**config.mk**
```make
export PLATFORM = sky130hd
export DESIGN_NAME = asp_top
export DESIGN_NICKNAME = d
export VERILOG_FILES = /design/src/hw/asp_pkg.sv /design/src/hw/asp_top.sv /design/src/hw/asp_noise_filter.sv /design/src/hw/asp_baud_gen.sv
export VERILOG_INCLUDE_DIRS = /design/src /design/src/hw
export SDC_FILE = /design/constraint.sdc
export NUM_CORES = 1
export LEC_CHECK = 0
export BUFFER_PORTS_ARGS = -buffer_cell sky130_fd_sc_hd__buf_2
export CORE_MARGIN = 4
export CORE_UTILIZATION = 40
export CTS_BUF_LIST = sky130_fd_sc_hd__clkbuf_4 sky130_fd_sc_hd__clkbuf_8 sky130_fd_sc_hd__clkbuf_16
export CTS_CLUSTER_SIZE = 16
export DETAILED_ROUTE_END_ITERATION = 8
export PLACE_DENSITY = 0.72
export RECOVER_POWER = 100
export SYNTH_ARGS = -nofsm -noshare
export SYNTH_HDL_FRONTEND = slang
export SYNTH_HIERARCHICAL = 1
export SYNTH_SLANG_ARGS = --single-unit
export TNS_END_PERCENT = 20
```
**constraint.sdc**
```tcl
create_clock -name pclk -period 2.3 [get_ports pclk]
set_clock_uncertainty 0.05 [all_clocks]
set_input_delay 0.23 -clock pclk [delete_from_list [all_inputs] [get_ports pclk]]
set_output_delay 0.23 -clock pclk [all_outputs]
set_load 0.01 [all_outputs]
```
**src/hw/asp_consts.svh**
```systemverilog
// Constants for the asynchronous serial port: offsets, resets, counts.
// Included by the top, noise filter and baud generator files of the serial port and by the bench.
`ifndef ASP_CONSTS_SVH
`define ASP_CONSTS_SVH

// ---------------------------------------------------------------------
// Register indices; byte address is four times the index
// ---------------------------------------------------------------------
`define ASP_IDX_STAT    14'h0025
`define ASP_IDX_CTRL1   14'h0025
`define ASP_IDX_CTRL2   14'h0026
`define ASP_IDX_HOLD    14'h0f9b

// ---------------------------------------------------------------------
// Reset values
// ---------------------------------------------------------------------
`define ASP_CTRL1_RST   8'h00
`define ASP_CTRL2_RST   3'h0
`define ASP_HOLD_RST    8'h00
`define ASP_FLAGS_RST   6'h03

// ---------------------------------------------------------------------
// Transfer clock divisors and selects
// ---------------------------------------------------------------------
`define ASP_DIV_0       9'h00d
`define ASP_DIV_1       9'h01a
`define ASP_DIV_2       9'h034
`define ASP_DIV_3       9'h068
`define ASP_DIV_4       9'h0d0
`define ASP_DIV_5       9'h1a0
`define ASP_DIV_7       9'h060
`define ASP_BRG_TIMER   3'h6

// ---------------------------------------------------------------------
// Noise rejection, in system clock periods
// ---------------------------------------------------------------------
`define ASP_NF_OFF      2'h0
`define ASP_NF_T1       7'h1f
`define ASP_NF_T2       7'h3f
`define ASP_NF_T3       7'h7f

// ---------------------------------------------------------------------
// Ticks within one bit, receive sample ticks, and last data bit index
// ---------------------------------------------------------------------
`define ASP_TICK_LAST   4'hf
`define ASP_TICK_S1     4'h7
`define ASP_TICK_S2     4'h8
`define ASP_TICK_S3     4'h9
`define ASP_BIT_LAST    3'h7

`endif

```
**src/hw/asp_pkg.sv**
```systemverilog
// Types shared by the asynchronous serial port modules.
// Needs no other file.
package asp_pkg;

    typedef enum logic [2:0] {
        TX_IDLE, TX_START, TX_DATA, TX_PAR, TX_STOP1, TX_STOP2
    } asp_tx_e;

    typedef enum logic [2:0] {
        RX_IDLE, RX_START, RX_DATA, RX_PAR, RX_STOP1, RX_STOP2
    } asp_rx_e;

    typedef struct packed {
        logic       tx_en;
        logic       rx_en;
        logic       tx_stop2;
        logic       even;
        logic       par_en;
        logic [2:0] baud;
    } asp_ctrl1_s;

    typedef struct packed {
        logic [1:0] noise;
        logic       rx_stop2;
    } asp_ctrl2_s;

    typedef struct packed {
        logic pe;
        logic fe;
        logic oe;
        logic receive_full;
        logic transmit_end;
        logic transmit_empty;
    } asp_flags_s;

    typedef struct packed {
        asp_ctrl1_s  ctrl1;
        asp_ctrl2_s  ctrl2;
        asp_flags_s  flags;
        logic        sr_read;
        logic [7:0]  rx_hold;
        logic [7:0]  tx_buf;
        asp_tx_e     tx_state;
        logic [7:0]  tx_shift;
        logic        tx_par;
        logic [3:0]  tx_tick;
        logic [2:0]  tx_bit;
        logic        txd;
        logic        tx_irq;
        asp_rx_e     rx_state;
        logic [7:0]  rx_shift;
        logic [3:0]  rx_tick;
        logic [2:0]  rx_bit;
        logic [1:0]  rx_samp;
        logic        rx_fe;
        logic        rx_pbad;
        logic        rx_irq;
        logic        pready;
        logic        pslverr;
        logic [31:0] prdata;
    } asp_state_s;

    typedef struct packed {
        logic       clean;
        logic [6:0] cnt;
    } asp_filt_s;

    typedef struct packed {
        logic [8:0] cnt;
        logic       tick;
    } asp_baud_s;

endpackage

```
**src/hw/asp_top.sv**
```systemverilog
// Asynchronous serial port: APB register slave, transmitter, receiver.
// Assumes rxd and the timer pulse are synchronous to pclk.
//
// Functional notes
// Noise field rejects pulses under 31/63/127 clocks
// Longer pulses always pass as valid levels
// Receive stop length one or two bits
// Status bit layout, reset 0000 11
// Transmit interrupt also sets transmit-empty
// Holding registers share one address
// Frame: start, bits 0-7, parity, stops
// Optional even or odd parity, both directions
// Timer source gives transfer clock, bit is 16
// Code 000 is 76800 baud at 16 MHz
// Majority of samples at ticks 7, 8, 9
// Valid write clears empty, starts shifting out
// Write without prior status read is ignored
// Shift start sets empty, raises transmit interrupt
// Line high while disabled or nothing written
// Stop bits store byte, set full, interrupt
// Overrun discards new byte, keeps held byte
// Receive disable acts after current frame
// Parity mismatch sets flag, status-then-read clears
// Baud code selects divider or timer
// Zero stop bit sets framing error flag
// Overrun when full; reception halts until cleared
// Transmit end on finish with empty buffer
// Sixteen ticks per bit, tick 0 at start
// Status read recorded until next holding access
//
// Register access over APB is this design's own decision.
`timescale 1ns/1ns
`default_nettype none
`include "asp_consts.svh"

module asp_top (
    input  wire logic        pclk,
    input  wire logic        presetn,
    input  wire logic        pce,
    input  wire logic        psel,
    input  wire logic        penable,
    input  wire logic        pwrite,
    input  wire logic [15:0] paddr,
    input  wire logic [31:0] pwdata,
    output logic      [31:0] prdata,
    output logic             pready,
    output logic             pslverr,
    input  wire logic        rxd,
    input  wire logic        baud_timer_pulse,
    output logic             txd,
    output logic             transmit_interrupt,
    output logic             receive_interrupt
);

    asp_pkg::asp_state_s s;
    asp_pkg::asp_state_s next_s;
    logic                rx_clean;
    logic                btick;
    logic                setup;
    logic                done;
    logic                vote;

    // -----------------------------------------------------------------
    // Helpers
    // -----------------------------------------------------------------
    function automatic logic hit(input logic [15:0] a, input logic [13:0] idx);
        hit = (a == {idx, 2'b00});
    endfunction

    function automatic logic majority(input logic a, input logic b, input logic c);
        majority = (a & b) | (a & c) | (b & c);
    endfunction

    function automatic logic parity(input logic [7:0] d, input logic even);
        parity = even ? ^d : ~^d;
    endfunction

    // -----------------------------------------------------------------
    // Line conditioning and transfer clock
    // -----------------------------------------------------------------
    asp_noise_filter u_filter (
        .pclk    (pclk),
        .presetn (presetn),
        .ce      (pce),
        .sel     (s.ctrl2.noise),
        .raw     (rxd),
        .clean   (rx_clean)
    );

    asp_baud_gen u_baud (
        .pclk        (pclk),
        .presetn     (presetn),
        .ce          (pce),
        .baud        (s.ctrl1.baud),
        .timer_pulse (baud_timer_pulse),
        .tick        (btick)
    );

    assign setup = psel && !penable;
    assign done  = psel && penable && s.pready;
    assign vote  = majority(s.rx_samp[0], s.rx_samp[1], rx_clean);

    // -----------------------------------------------------------------
    // Next state
    // -----------------------------------------------------------------
    always_comb begin
        next_s        = s;
        next_s.tx_irq = 1'b0;
        next_s.rx_irq = 1'b0;
        next_s.pready = setup;

        // Bus setup: decode and capture read data
        if (setup) begin
            next_s.pslverr = !(hit(paddr, `ASP_IDX_STAT) || hit(paddr, `ASP_IDX_CTRL2)
                               || hit(paddr, `ASP_IDX_HOLD));
            next_s.prdata  = '0;
            if (!pwrite && hit(paddr, `ASP_IDX_STAT)) begin
                next_s.prdata[7:2] = s.flags;
            end else if (!pwrite && hit(paddr, `ASP_IDX_HOLD)) begin
                next_s.prdata[7:0] = s.rx_hold;
            end
        end else begin
            next_s.pslverr = 1'b0;
        end

        // Bus access: writes and read side effects
        if (done && !s.pslverr) begin
            if (pwrite && hit(paddr, `ASP_IDX_CTRL1)) begin
                next_s.ctrl1 = pwdata[7:0];
            end
            if (pwrite && hit(paddr, `ASP_IDX_CTRL2)) begin
                next_s.ctrl2 = pwdata[2:0];
            end
            if (!pwrite && hit(paddr, `ASP_IDX_STAT)) begin
                next_s.sr_read = 1'b1;
            end
            if (hit(paddr, `ASP_IDX_HOLD)) begin
                next_s.sr_read = 1'b0;
                if (s.sr_read && !pwrite) begin
                    next_s.flags.pe   = 1'b0;
                    next_s.flags.fe   = 1'b0;
                    next_s.flags.oe   = 1'b0;
                    next_s.flags.receive_full = 1'b0;
                end
                if (s.sr_read && pwrite) begin
                    next_s.tx_buf     = pwdata[7:0];
                    next_s.flags.transmit_empty = 1'b0;
                end
            end
        end

        // -------------------------------------------------------------
        // Transmitter
        // -------------------------------------------------------------
        case (s.tx_state)
            asp_pkg::TX_IDLE: begin
                if (s.ctrl1.tx_en && !s.flags.transmit_empty) begin
                    next_s.tx_shift   = s.tx_buf;
                    next_s.tx_par     = parity(s.tx_buf, s.ctrl1.even);
                    next_s.flags.transmit_empty = 1'b1;
                    next_s.flags.transmit_end = 1'b0;
                    next_s.tx_irq     = 1'b1;
                    next_s.tx_tick    = '0;
                    next_s.tx_bit     = '0;
                    next_s.tx_state   = asp_pkg::TX_START;
                end
            end
            default: begin
                if (btick && s.tx_tick != `ASP_TICK_LAST) begin
                    next_s.tx_tick = s.tx_tick + 4'h1;
                end else if (btick) begin
                    next_s.tx_tick = '0;
                    case (s.tx_state)
                        asp_pkg::TX_START: begin
                            next_s.tx_state = asp_pkg::TX_DATA;
                        end
                        asp_pkg::TX_DATA: begin
                            next_s.tx_shift = {1'b0, s.tx_shift[7:1]};
                            next_s.tx_bit   = s.tx_bit + 3'h1;
                            if (s.tx_bit == `ASP_BIT_LAST) begin
                                next_s.tx_state = s.ctrl1.par_en ? asp_pkg::TX_PAR
                                                                 : asp_pkg::TX_STOP1;
                            end
                        end
                        asp_pkg::TX_PAR: begin
                            next_s.tx_state = asp_pkg::TX_STOP1;
                        end
                        asp_pkg::TX_STOP1: begin
                            next_s.tx_state = s.ctrl1.tx_stop2 ? asp_pkg::TX_STOP2
                                                               : asp_pkg::TX_IDLE;
                            if (!s.ctrl1.tx_stop2 && next_s.flags.transmit_empty) begin
                                next_s.flags.transmit_end = 1'b1;
                            end
                        end
                        default: begin
                            next_s.tx_state = asp_pkg::TX_IDLE;
                            if (next_s.flags.transmit_empty) begin
                                next_s.flags.transmit_end = 1'b1;
                            end
                        end
                    endcase
                end
            end
        endcase

        // Line level follows the frame position
        case (next_s.tx_state)
            asp_pkg::TX_START: next_s.txd = 1'b0;
            asp_pkg::TX_DATA:  next_s.txd = next_s.tx_shift[0];
            asp_pkg::TX_PAR:   next_s.txd = next_s.tx_par;
            default:           next_s.txd = 1'b1;
        endcase

        // -------------------------------------------------------------
        // Receiver
        // -------------------------------------------------------------
        case (s.rx_state)
            asp_pkg::RX_IDLE: begin
                // Enable and overrun only checked between frames
                if (btick && s.ctrl1.rx_en && !s.flags.oe && !rx_clean) begin
                    next_s.rx_tick  = '0;
                    next_s.rx_bit   = '0;
                    next_s.rx_fe    = 1'b0;
                    next_s.rx_pbad  = 1'b0;
                    next_s.rx_state = asp_pkg::RX_START;
                end
            end
            default: begin
                if (btick) begin
                    next_s.rx_tick = s.rx_tick + 4'h1;
                    if (s.rx_tick == `ASP_TICK_S1) begin
                        next_s.rx_samp[0] = rx_clean;
                    end
                    if (s.rx_tick == `ASP_TICK_S2) begin
                        next_s.rx_samp[1] = rx_clean;
                    end
                    if (s.rx_tick == `ASP_TICK_S3) begin
                        case (s.rx_state)
                            asp_pkg::RX_START: begin
                                if (vote) begin
                                    next_s.rx_state = asp_pkg::RX_IDLE;
                                end
                            end
                            asp_pkg::RX_DATA: begin
                                next_s.rx_shift = {vote, s.rx_shift[7:1]};
                            end
                            asp_pkg::RX_PAR: begin
                                next_s.rx_pbad = vote != parity(s.rx_shift, s.ctrl1.even);
                            end
                            default: begin
                                next_s.rx_fe = s.rx_fe | !vote;
                                if (s.rx_state == asp_pkg::RX_STOP2 || !s.ctrl2.rx_stop2) begin
                                    next_s.rx_state = asp_pkg::RX_IDLE;
                                    if (next_s.flags.receive_full) begin
                                        next_s.flags.oe = 1'b1;
                                    end else begin
                                        next_s.rx_hold    = s.rx_shift;
                                        next_s.flags.receive_full = 1'b1;
                                        next_s.flags.pe   = next_s.flags.pe | s.rx_pbad;
                                        next_s.flags.fe   = next_s.flags.fe | s.rx_fe | !vote;
                                        next_s.rx_irq     = 1'b1;
                                    end
                                end
                            end
                        endcase
                    end
                    if (s.rx_tick == `ASP_TICK_LAST) begin
                        case (s.rx_state)
                            asp_pkg::RX_START: next_s.rx_state = asp_pkg::RX_DATA;
                            asp_pkg::RX_DATA: begin
                                next_s.rx_bit = s.rx_bit + 3'h1;
                                if (s.rx_bit == `ASP_BIT_LAST) begin
                                    next_s.rx_state = s.ctrl1.par_en ? asp_pkg::RX_PAR
                                                                     : asp_pkg::RX_STOP1;
                                end
                            end
                            asp_pkg::RX_PAR:   next_s.rx_state = asp_pkg::RX_STOP1;
                            asp_pkg::RX_STOP1: next_s.rx_state = asp_pkg::RX_STOP2;
                            default:           next_s.rx_state = asp_pkg::RX_IDLE;
                        endcase
                    end
                end
            end
        endcase
    end

    // -----------------------------------------------------------------
    // State register
    // -----------------------------------------------------------------
    always_ff @(posedge pclk or negedge presetn) begin
        if (!presetn) begin
            s         <= '0;
            s.ctrl1   <= `ASP_CTRL1_RST;
            s.ctrl2   <= `ASP_CTRL2_RST;
            s.rx_hold <= `ASP_HOLD_RST;
            s.flags   <= `ASP_FLAGS_RST;
            s.txd     <= 1'b1;
        end else if (pce) begin
            s <= next_s;
        end
    end

    assign prdata             = s.prdata;
    assign pready             = s.pready;
    assign pslverr            = s.pslverr;
    assign txd                = s.txd;
    assign transmit_interrupt = s.tx_irq;
    assign receive_interrupt  = s.rx_irq;

endmodule
`default_nettype wire

```
**src/hw/asp_noise_filter.sv**
```systemverilog
// Receive line noise rejection for the serial port.
// Input is synchronous to pclk; output is a registered clean level.
`timescale 1ns/1ns
`default_nettype none
`include "asp_consts.svh"

module asp_noise_filter (
    input  wire logic       pclk,
    input  wire logic       presetn,
    input  wire logic       ce,
    input  wire logic [1:0] sel,
    input  wire logic       raw,
    output logic            clean
);

    asp_pkg::asp_filt_s s;
    asp_pkg::asp_filt_s next_s;

    function automatic logic [6:0] thresh(input logic [1:0] code);
        case (code)
            2'h1:    thresh = `ASP_NF_T1;
            2'h2:    thresh = `ASP_NF_T2;
            default: thresh = `ASP_NF_T3;
        endcase
    endfunction

    // -----------------------------------------------------------------
    // Level must stand for the threshold before it is passed
    // -----------------------------------------------------------------
    always_comb begin
        next_s = s;
        if (sel == `ASP_NF_OFF) begin
            next_s.clean = raw;
            next_s.cnt   = '0;
        end else if (raw == s.clean) begin
            next_s.cnt = '0;
        end else if (s.cnt + 7'h01 >= thresh(sel)) begin
            next_s.clean = raw;
            next_s.cnt   = '0;
        end else begin
            next_s.cnt = s.cnt + 7'h01;
        end
    end

    always_ff @(posedge pclk or negedge presetn) begin
        if (!presetn) begin
            s.clean <= 1'b1;
            s.cnt   <= '0;
        end else if (ce) begin
            s <= next_s;
        end
    end

    assign clean = s.clean;

endmodule
`default_nettype wire

```
**src/hw/asp_baud_gen.sv**
```systemverilog
// Transfer clock tick generator: fixed divisors or the timer pulse.
// Timer pulse is a one-cycle pulse synchronous to pclk.
`timescale 1ns/1ns
`default_nettype none
`include "asp_consts.svh"

module asp_baud_gen (
    input  wire logic       pclk,
    input  wire logic       presetn,
    input  wire logic       ce,
    input  wire logic [2:0] baud,
    input  wire logic       timer_pulse,
    output logic            tick
);

    asp_pkg::asp_baud_s s;
    asp_pkg::asp_baud_s next_s;

    function automatic logic [8:0] divisor(input logic [2:0] code);
        case (code)
            3'h0:    divisor = `ASP_DIV_0;
            3'h1:    divisor = `ASP_DIV_1;
            3'h2:    divisor = `ASP_DIV_2;
            3'h3:    divisor = `ASP_DIV_3;
            3'h4:    divisor = `ASP_DIV_4;
            3'h5:    divisor = `ASP_DIV_5;
            default: divisor = `ASP_DIV_7;
        endcase
    endfunction

    // -----------------------------------------------------------------
    // One tick per transfer clock period
    // -----------------------------------------------------------------
    always_comb begin
        next_s      = s;
        next_s.tick = 1'b0;
        if (baud == `ASP_BRG_TIMER) begin
            next_s.tick = timer_pulse;
            next_s.cnt  = '0;
        end else if (s.cnt + 9'h001 >= divisor(baud)) begin
            next_s.tick = 1'b1;
            next_s.cnt  = '0;
        end else begin
            next_s.cnt = s.cnt + 9'h001;
        end
    end

    always_ff @(posedge pclk or negedge presetn) begin
        if (!presetn) begin
            s <= '0;
        end else if (ce) begin
            s <= next_s;
        end
    end

    assign tick = s.tick;

endmodule
`default_nettype wire

```
# Word-level counts from Yosys, hierarchy flattened

Cells that the tools add are included.
Widths: inputs -> output; s select.

Bitwise operators: 12
Multipliers: 0
Equal/unequal tests: 39
Add/subtract/negate cells: 6
Shifts and indexed selects: 0
Reduce and logical (&&, ||, !) cells: 68
Divide/modulo/power cells: 0
Mux-type cells: 85
Magnitude comparators: 2

Operator list:

| cell                 | number |
|---|---|
| $mux 7               | 8 |
| $pmux 9 s6           | 1 |
| $mux 11              | 4 |
| $mux 3               | 14 |
| $mux 4               | 9 |
| $eq 16x8->1 const B  | 2 |
| $mux 8               | 4 |
| $mux 1               | 26 |
| $reduce_and 5->1     | 5 |
| $eq 3x2->1 const B   | 8 |
| $eq 3x3->1 const B   | 8 |
| $pmux 3 s4           | 2 |
| $mux 23              | 1 |
| $mux 19              | 1 |
| $mux 9               | 2 |
| $reduce_and 3->1     | 6 |
| $reduce_bool 2->1    | 9 |
| $eq 16x14->1 const B | 1 |
| $logic_and 1x1->1    | 16 |
| $reduce_xnor 8->1    | 2 |
| $reduce_xor 8->1     | 2 |
| $mux 2               | 7 |
| $pmux 7 s2           | 1 |
| $reduce_and 7->1     | 2 |
| 34 further kinds     | 71 |

Memory bits (writable): 0
Memories kept: 0
Bits in registers: 106
ROM bits: 0
Latch bits: 0
Output and inout port bits: 37

# Depth between registers and ports, before layout

Depth in word-level cells: 13
Mapped depth: 10

# Hierarchy

Netlist, hierarchy kept.

Modules (own cells, without submodules):

| module           | sequential area each (µm²) | cells an instance | area an instance (µm²) | instances |
|---|---|---|---|---|
| asp_top          | 2205.9                     | 456               | 4778.3                 | 1 |
| asp_baud_gen     | 250.2                      | 96                | 828.3                  | 1 |
| asp_noise_filter | 201.4                      | 65                | 619.3                  | 1 |

# Least setup slack after synthesis

OpenSTA, ideal clock, no wires.

Kind: register to register
Start: register u_filter/s[1] in the netlist's numbering
End: register, netlist name u_filter/clean
Library setup time: 0.085 ns
Cell stages (with the launch flop): 10
Clock period less this slack: 2.337 ns
Arrival time: 2.202 ns
Setup slack: -0.037 ns
Required time: 2.165 ns
Path through: dfrtp_1 ha_1 and3_1 nand3_1 xnor2_1 ha_1 and3_1 o211ai_2 a221oi_2 mux2_1

Word-level cells in the longest chain between the ends: 4

RTL lines:

| item                               | RTL line               | source |
|---|---|---|
| start: declaration                 | asp_noise_filter.sv:16 | `asp_pkg::asp_filt_s s;` |
| start signal: assignment           | asp_noise_filter.sv:50 | `s <= next_s;` |
| $add 7x1->7                        | asp_noise_filter.sv:37 | `end else if (s.cnt + 7'h01 >= thresh(sel)) begin` |
| $ge 7x7->1                         | asp_noise_filter.sv:37 |  |
| $reduce_bool 2->1 (no source line) | n/a                    |  |
| $reduce_and 3->1 (no source line)  | n/a                    |  |

Every way passes these cells.
A chain may end at the register's enable or synchronous reset.

# Final worst setup path

Start: register u_filter/s[0] in the netlist's numbering
End: register, netlist name u_filter/clean

Word-level cells in the longest chain between the ends: 4

RTL lines:

| item                               | RTL line |
|---|---|
| $add 7x1->7                        | asp_noise_filter.sv:37 |
| $ge 7x7->1                         | asp_noise_filter.sv:37 |
| $reduce_bool 2->1 (no source line) | n/a |
| $reduce_and 3->1 (no source line)  | n/a |

Every way passes these cells.

==> flow_summary.toml <==
[run_status]
outcome = "finished, violations left"
violations = "setup timing"

[sta]
hold_viol = 0
fin_ws_ns = -0.0514
slew_headroom_pct = 35.5
rsz0062_at_grt = "yes"
drv_slew = 0
timing.final.crit_period_ns = 2.35
fin_crit_sh_pct = 102
tightest_slew_ns = 0.968
hold_slack_ns = 0.0673
max_freq_ghz = 0.425
finalSetupTns_ns = -0.211
setup_viol = 7

[grt]
grt_pass1_vias = 4731
overflow = 0
antenna_found_initial = 0
grtUsageTotal_pct = 15.6
grt_max_degree = 40
grt_pass1_wl_um = 22800

[place]
pre_cts_ws_ns = -0.144
gp_congestion = 0.824
dp_hpwl_um = 10000
port_buffers = 44

[synthesis]
synth_ff_type = "dfrtp_1"
synth-compound-area-share_pct = 15.4
netlist_area_sq_um = 6230
synth_area_per_cell_sq_um = 10.1
synth_edf_count = 0
yosys.cell_types.count = 80
synth_seq_area_share_pct = 42.7
synth-xor-area-share_pct = 4.36
synth-warning-count = 6
synth-simple-area-share_pct = 17.3
async_flop_share_pct = 100
synth_cells = 617
synthMuxAreaShare_pct = 8.04
synthAdderAreaFrac_pct = 4.98
synth_top_family_by_area = "simple AND/OR/NAND/NOR gates"
ys_ff_latch = 106

[clock_network]
cts_buffer_depth = 2
cts_tree = "built"
cts_root_buf = "clkbuf_16"
clk_pin_slew_ns = 0.07
htreeDepth = 3
cts.sinks = 106
insertion_delay_ns = 0.36
cts_made_buffers = 9

[routing]
drtIter0Drc = 314
first_pass_iters = 5
wl_um = 13500
detail_route.wl_per_cell_um = 15.3
drtAntennaViolNets = 0
drc_errors = 0
num_vias = 4711
vias_per_cell = 5.31

[pwr]
p_switching_uw = 1520
p_comb_share_pct = 22.5
power_density_nw_per_um2 = 723
p_sw_share_pct = 28.4
ir_worst_vdd_v = 0.000681
power.leakage_uw = 0.00338
p_seq_share_pct = 42.0
clockPowerShare_pct = 35.4
p_int_uw = 3830

[worst_setup_path]
cpLargestDelayFamily = "simple AND/OR/NAND/NOR gates"
crit_arrival_ns = 2.58
worstSetupEndpointType = "flip-flop"
path_max_fanout = 3
crit_type = "reg2reg"
crit_path_max_incr_delay_ns = 0.40
cp_cell_sequence = "ha_4, and3_4, nand3_2, xnor2_2, ha_4, and3_4, o211ai_4, a221oi_2, mux2_1"
cp_slowest_cell = "dfrtp_1"
startpoint_type = "flip-flop"
crit_buf_inv = 0
crit_required_ns = 2.53

[die]
boundaryPins = 93
die_x_um = 133
start_util_pct = 41.0
rows = 45
core_sq_um = 15200
dieArea_sq_um = 17600
fp.dieH_um = 133

[final_layout]
diodes = 0
nFillCells = 1419
final_nets = 774
area_delta_synth_final_pct = 18.7
drive_gt1_share_pct = 26.2

[worst_hold_path]
hold_class = "in2reg"

[run]
max-cap-violations = 0
## power by group through the flow
| stage | clock, uW | combinational (uW) | sequential, uW |
|---|---|---|---|
| 6_report | 1890 | 1200 | 2250 |
| 5_1_grt | 2010 | 1360 | 2280 |
| 4_1_cts | 1950 | 1200 | 2240 |
| 3_5_place_dp | 0 | 1120 | 2260 |
| 3_3_place_gp | 0 | 1090 | 2260 |
| 2_1_floorplan | 0 | 784 | 2200 |
## cells in the final DEF (no fill, tap or decap), types with 6 or more instances in the layout
cell type / count
xnor2_1: 21
inv_1: 30
nand4_1: 8
conb_1: 24
nand3_1: 18
and2_1: 10
a21oi_1: 27
nor2_1: 24
clkbuf_16: 9
ha_1: 20
buf_4: 47
buf_2: 43
nand2b_1: 7
o211ai_1: 7
xor2_1: 8
o21ai_0: 29
a221o_1: 7
a22oi_1: 8
dfrtp_1: 102
a22o_1: 6
mux2_1: 15
nor3b_1: 6
mux2_2: 21
o21a_1: 6
nor3_1: 7
nand2_1: 45
nand3b_1: 6
nor2b_1: 7
## synthesized netlist by cell type, drive strengths merged (8+ instances only)
cell | n | share of area, %
a21oi | 28 | 2.4
a22oi | 8 | 0.96
and2 | 11 | 1.1
buf | 34 | 4.1
clkbuf | 20 | 1.2
dfrtp | 102 | 41
ha | 24 | 4.8
inv | 30 | 1.8
mux2 | 39 | 7.2
nand2 | 45 | 2.7
nand3 | 21 | 1.8
nand4 | 8 | 0.80
nor2 | 27 | 1.9
nor2b | 9 | 0.94
nor3 | 10 | 1.1
o211ai | 8 | 1.0
o21ai | 33 | 2.7
xnor2 | 23 | 3.2
xor2 | 8 | 1.1
## sequential cells by signal (all words and copies together) (netlist names)
name,cells
u_filter/clean,1
pready,1
u_filter/s,7
txd,1
s,75
prdata,8
receive_interrupt,1
u_baud/tick,1
pslverr,1
transmit_interrupt,1
u_baud/s,9
## stage by stage
step	cells	cell area, sq um	util [%]	total power, uW
after floorplan	640	6310	-	2980
after global placement	864	6810	44.8	3350
after detailed placement	864	6810	44.8	3380
after CTS	886	7320	48.2	5390
after global routing	887	7390	48.6	5650
final	887	7390	48.6	5340
## metal layers
metal / global-route usage (%) / vias to the layer above / part of all wire [%]
li1: - / 2326 / -
met1: 20.7 / 2294 / 45
met2: 25.7 / 80 / 49
met3: 3.50 / 11 / 4.3
met4: 4.73 / 0 / 1.2
met5: 0 / - / 0
## cell families (layout without fill, tap and decap cells)
kind of cell / Yosys count / count (layout)
adders and majority gates: 25 / 25
xor gates and xnor gates: 31 / 31
and+or+nand+nor: 187 / 187
muxes: 44 / 44
DFF: 106 / 106
other: 1 / 24
AOI/OAI and AO/OA: 139 / 139
buffers and inverters: 84 / 143
## layout make-up
| cell class | instances | area, sq um | area share [%] |
|---|---|---|---|
| Clock buffer | 10 | 233 | 3.15 |
| Clock inverter | 6 | 136 | 1.84 |
| Inverter | 30 | 113 | 1.52 |
| Sequential cell | 106 | 2660 | 36.0 |
| Timing Repair Buffer | 97 | 657 | 8.89 |
| Multi-Input combinational cell | 450 | 3360 | 45.5 |
| Tap cell | 188 | 235 | 3.18 |
## path summary, 6_finish.rpt
check | from | to | depth (start not counted) | slack, ns
worst max-delay path | u_filter/s[0] | u_filter/clean | 9 | -0.05
worst min-delay path | pwdata[5] | s[109] | 2 | 0.07
worst max register to register | u_filter/s[0] | u_filter/clean | 9 | -0.05
worst min register to register | s[86] | prdata[0] | 1 | 0.44
max in group asynchronous | presetn | s[35] | 3 | 0.87
min in group asynchronous | presetn | s[59] | 2 | 0.52
## what timing repair did
item,4_1_cts,5_1_grt
pin swaps,22,9
gates resized for setup,19,12
endpoints found under the hold margin,34,0
buffers inserted,5,1
endpoints found under the setup margin,18,18
hold buffers,1,0
(Power assumes the default switching activity.)
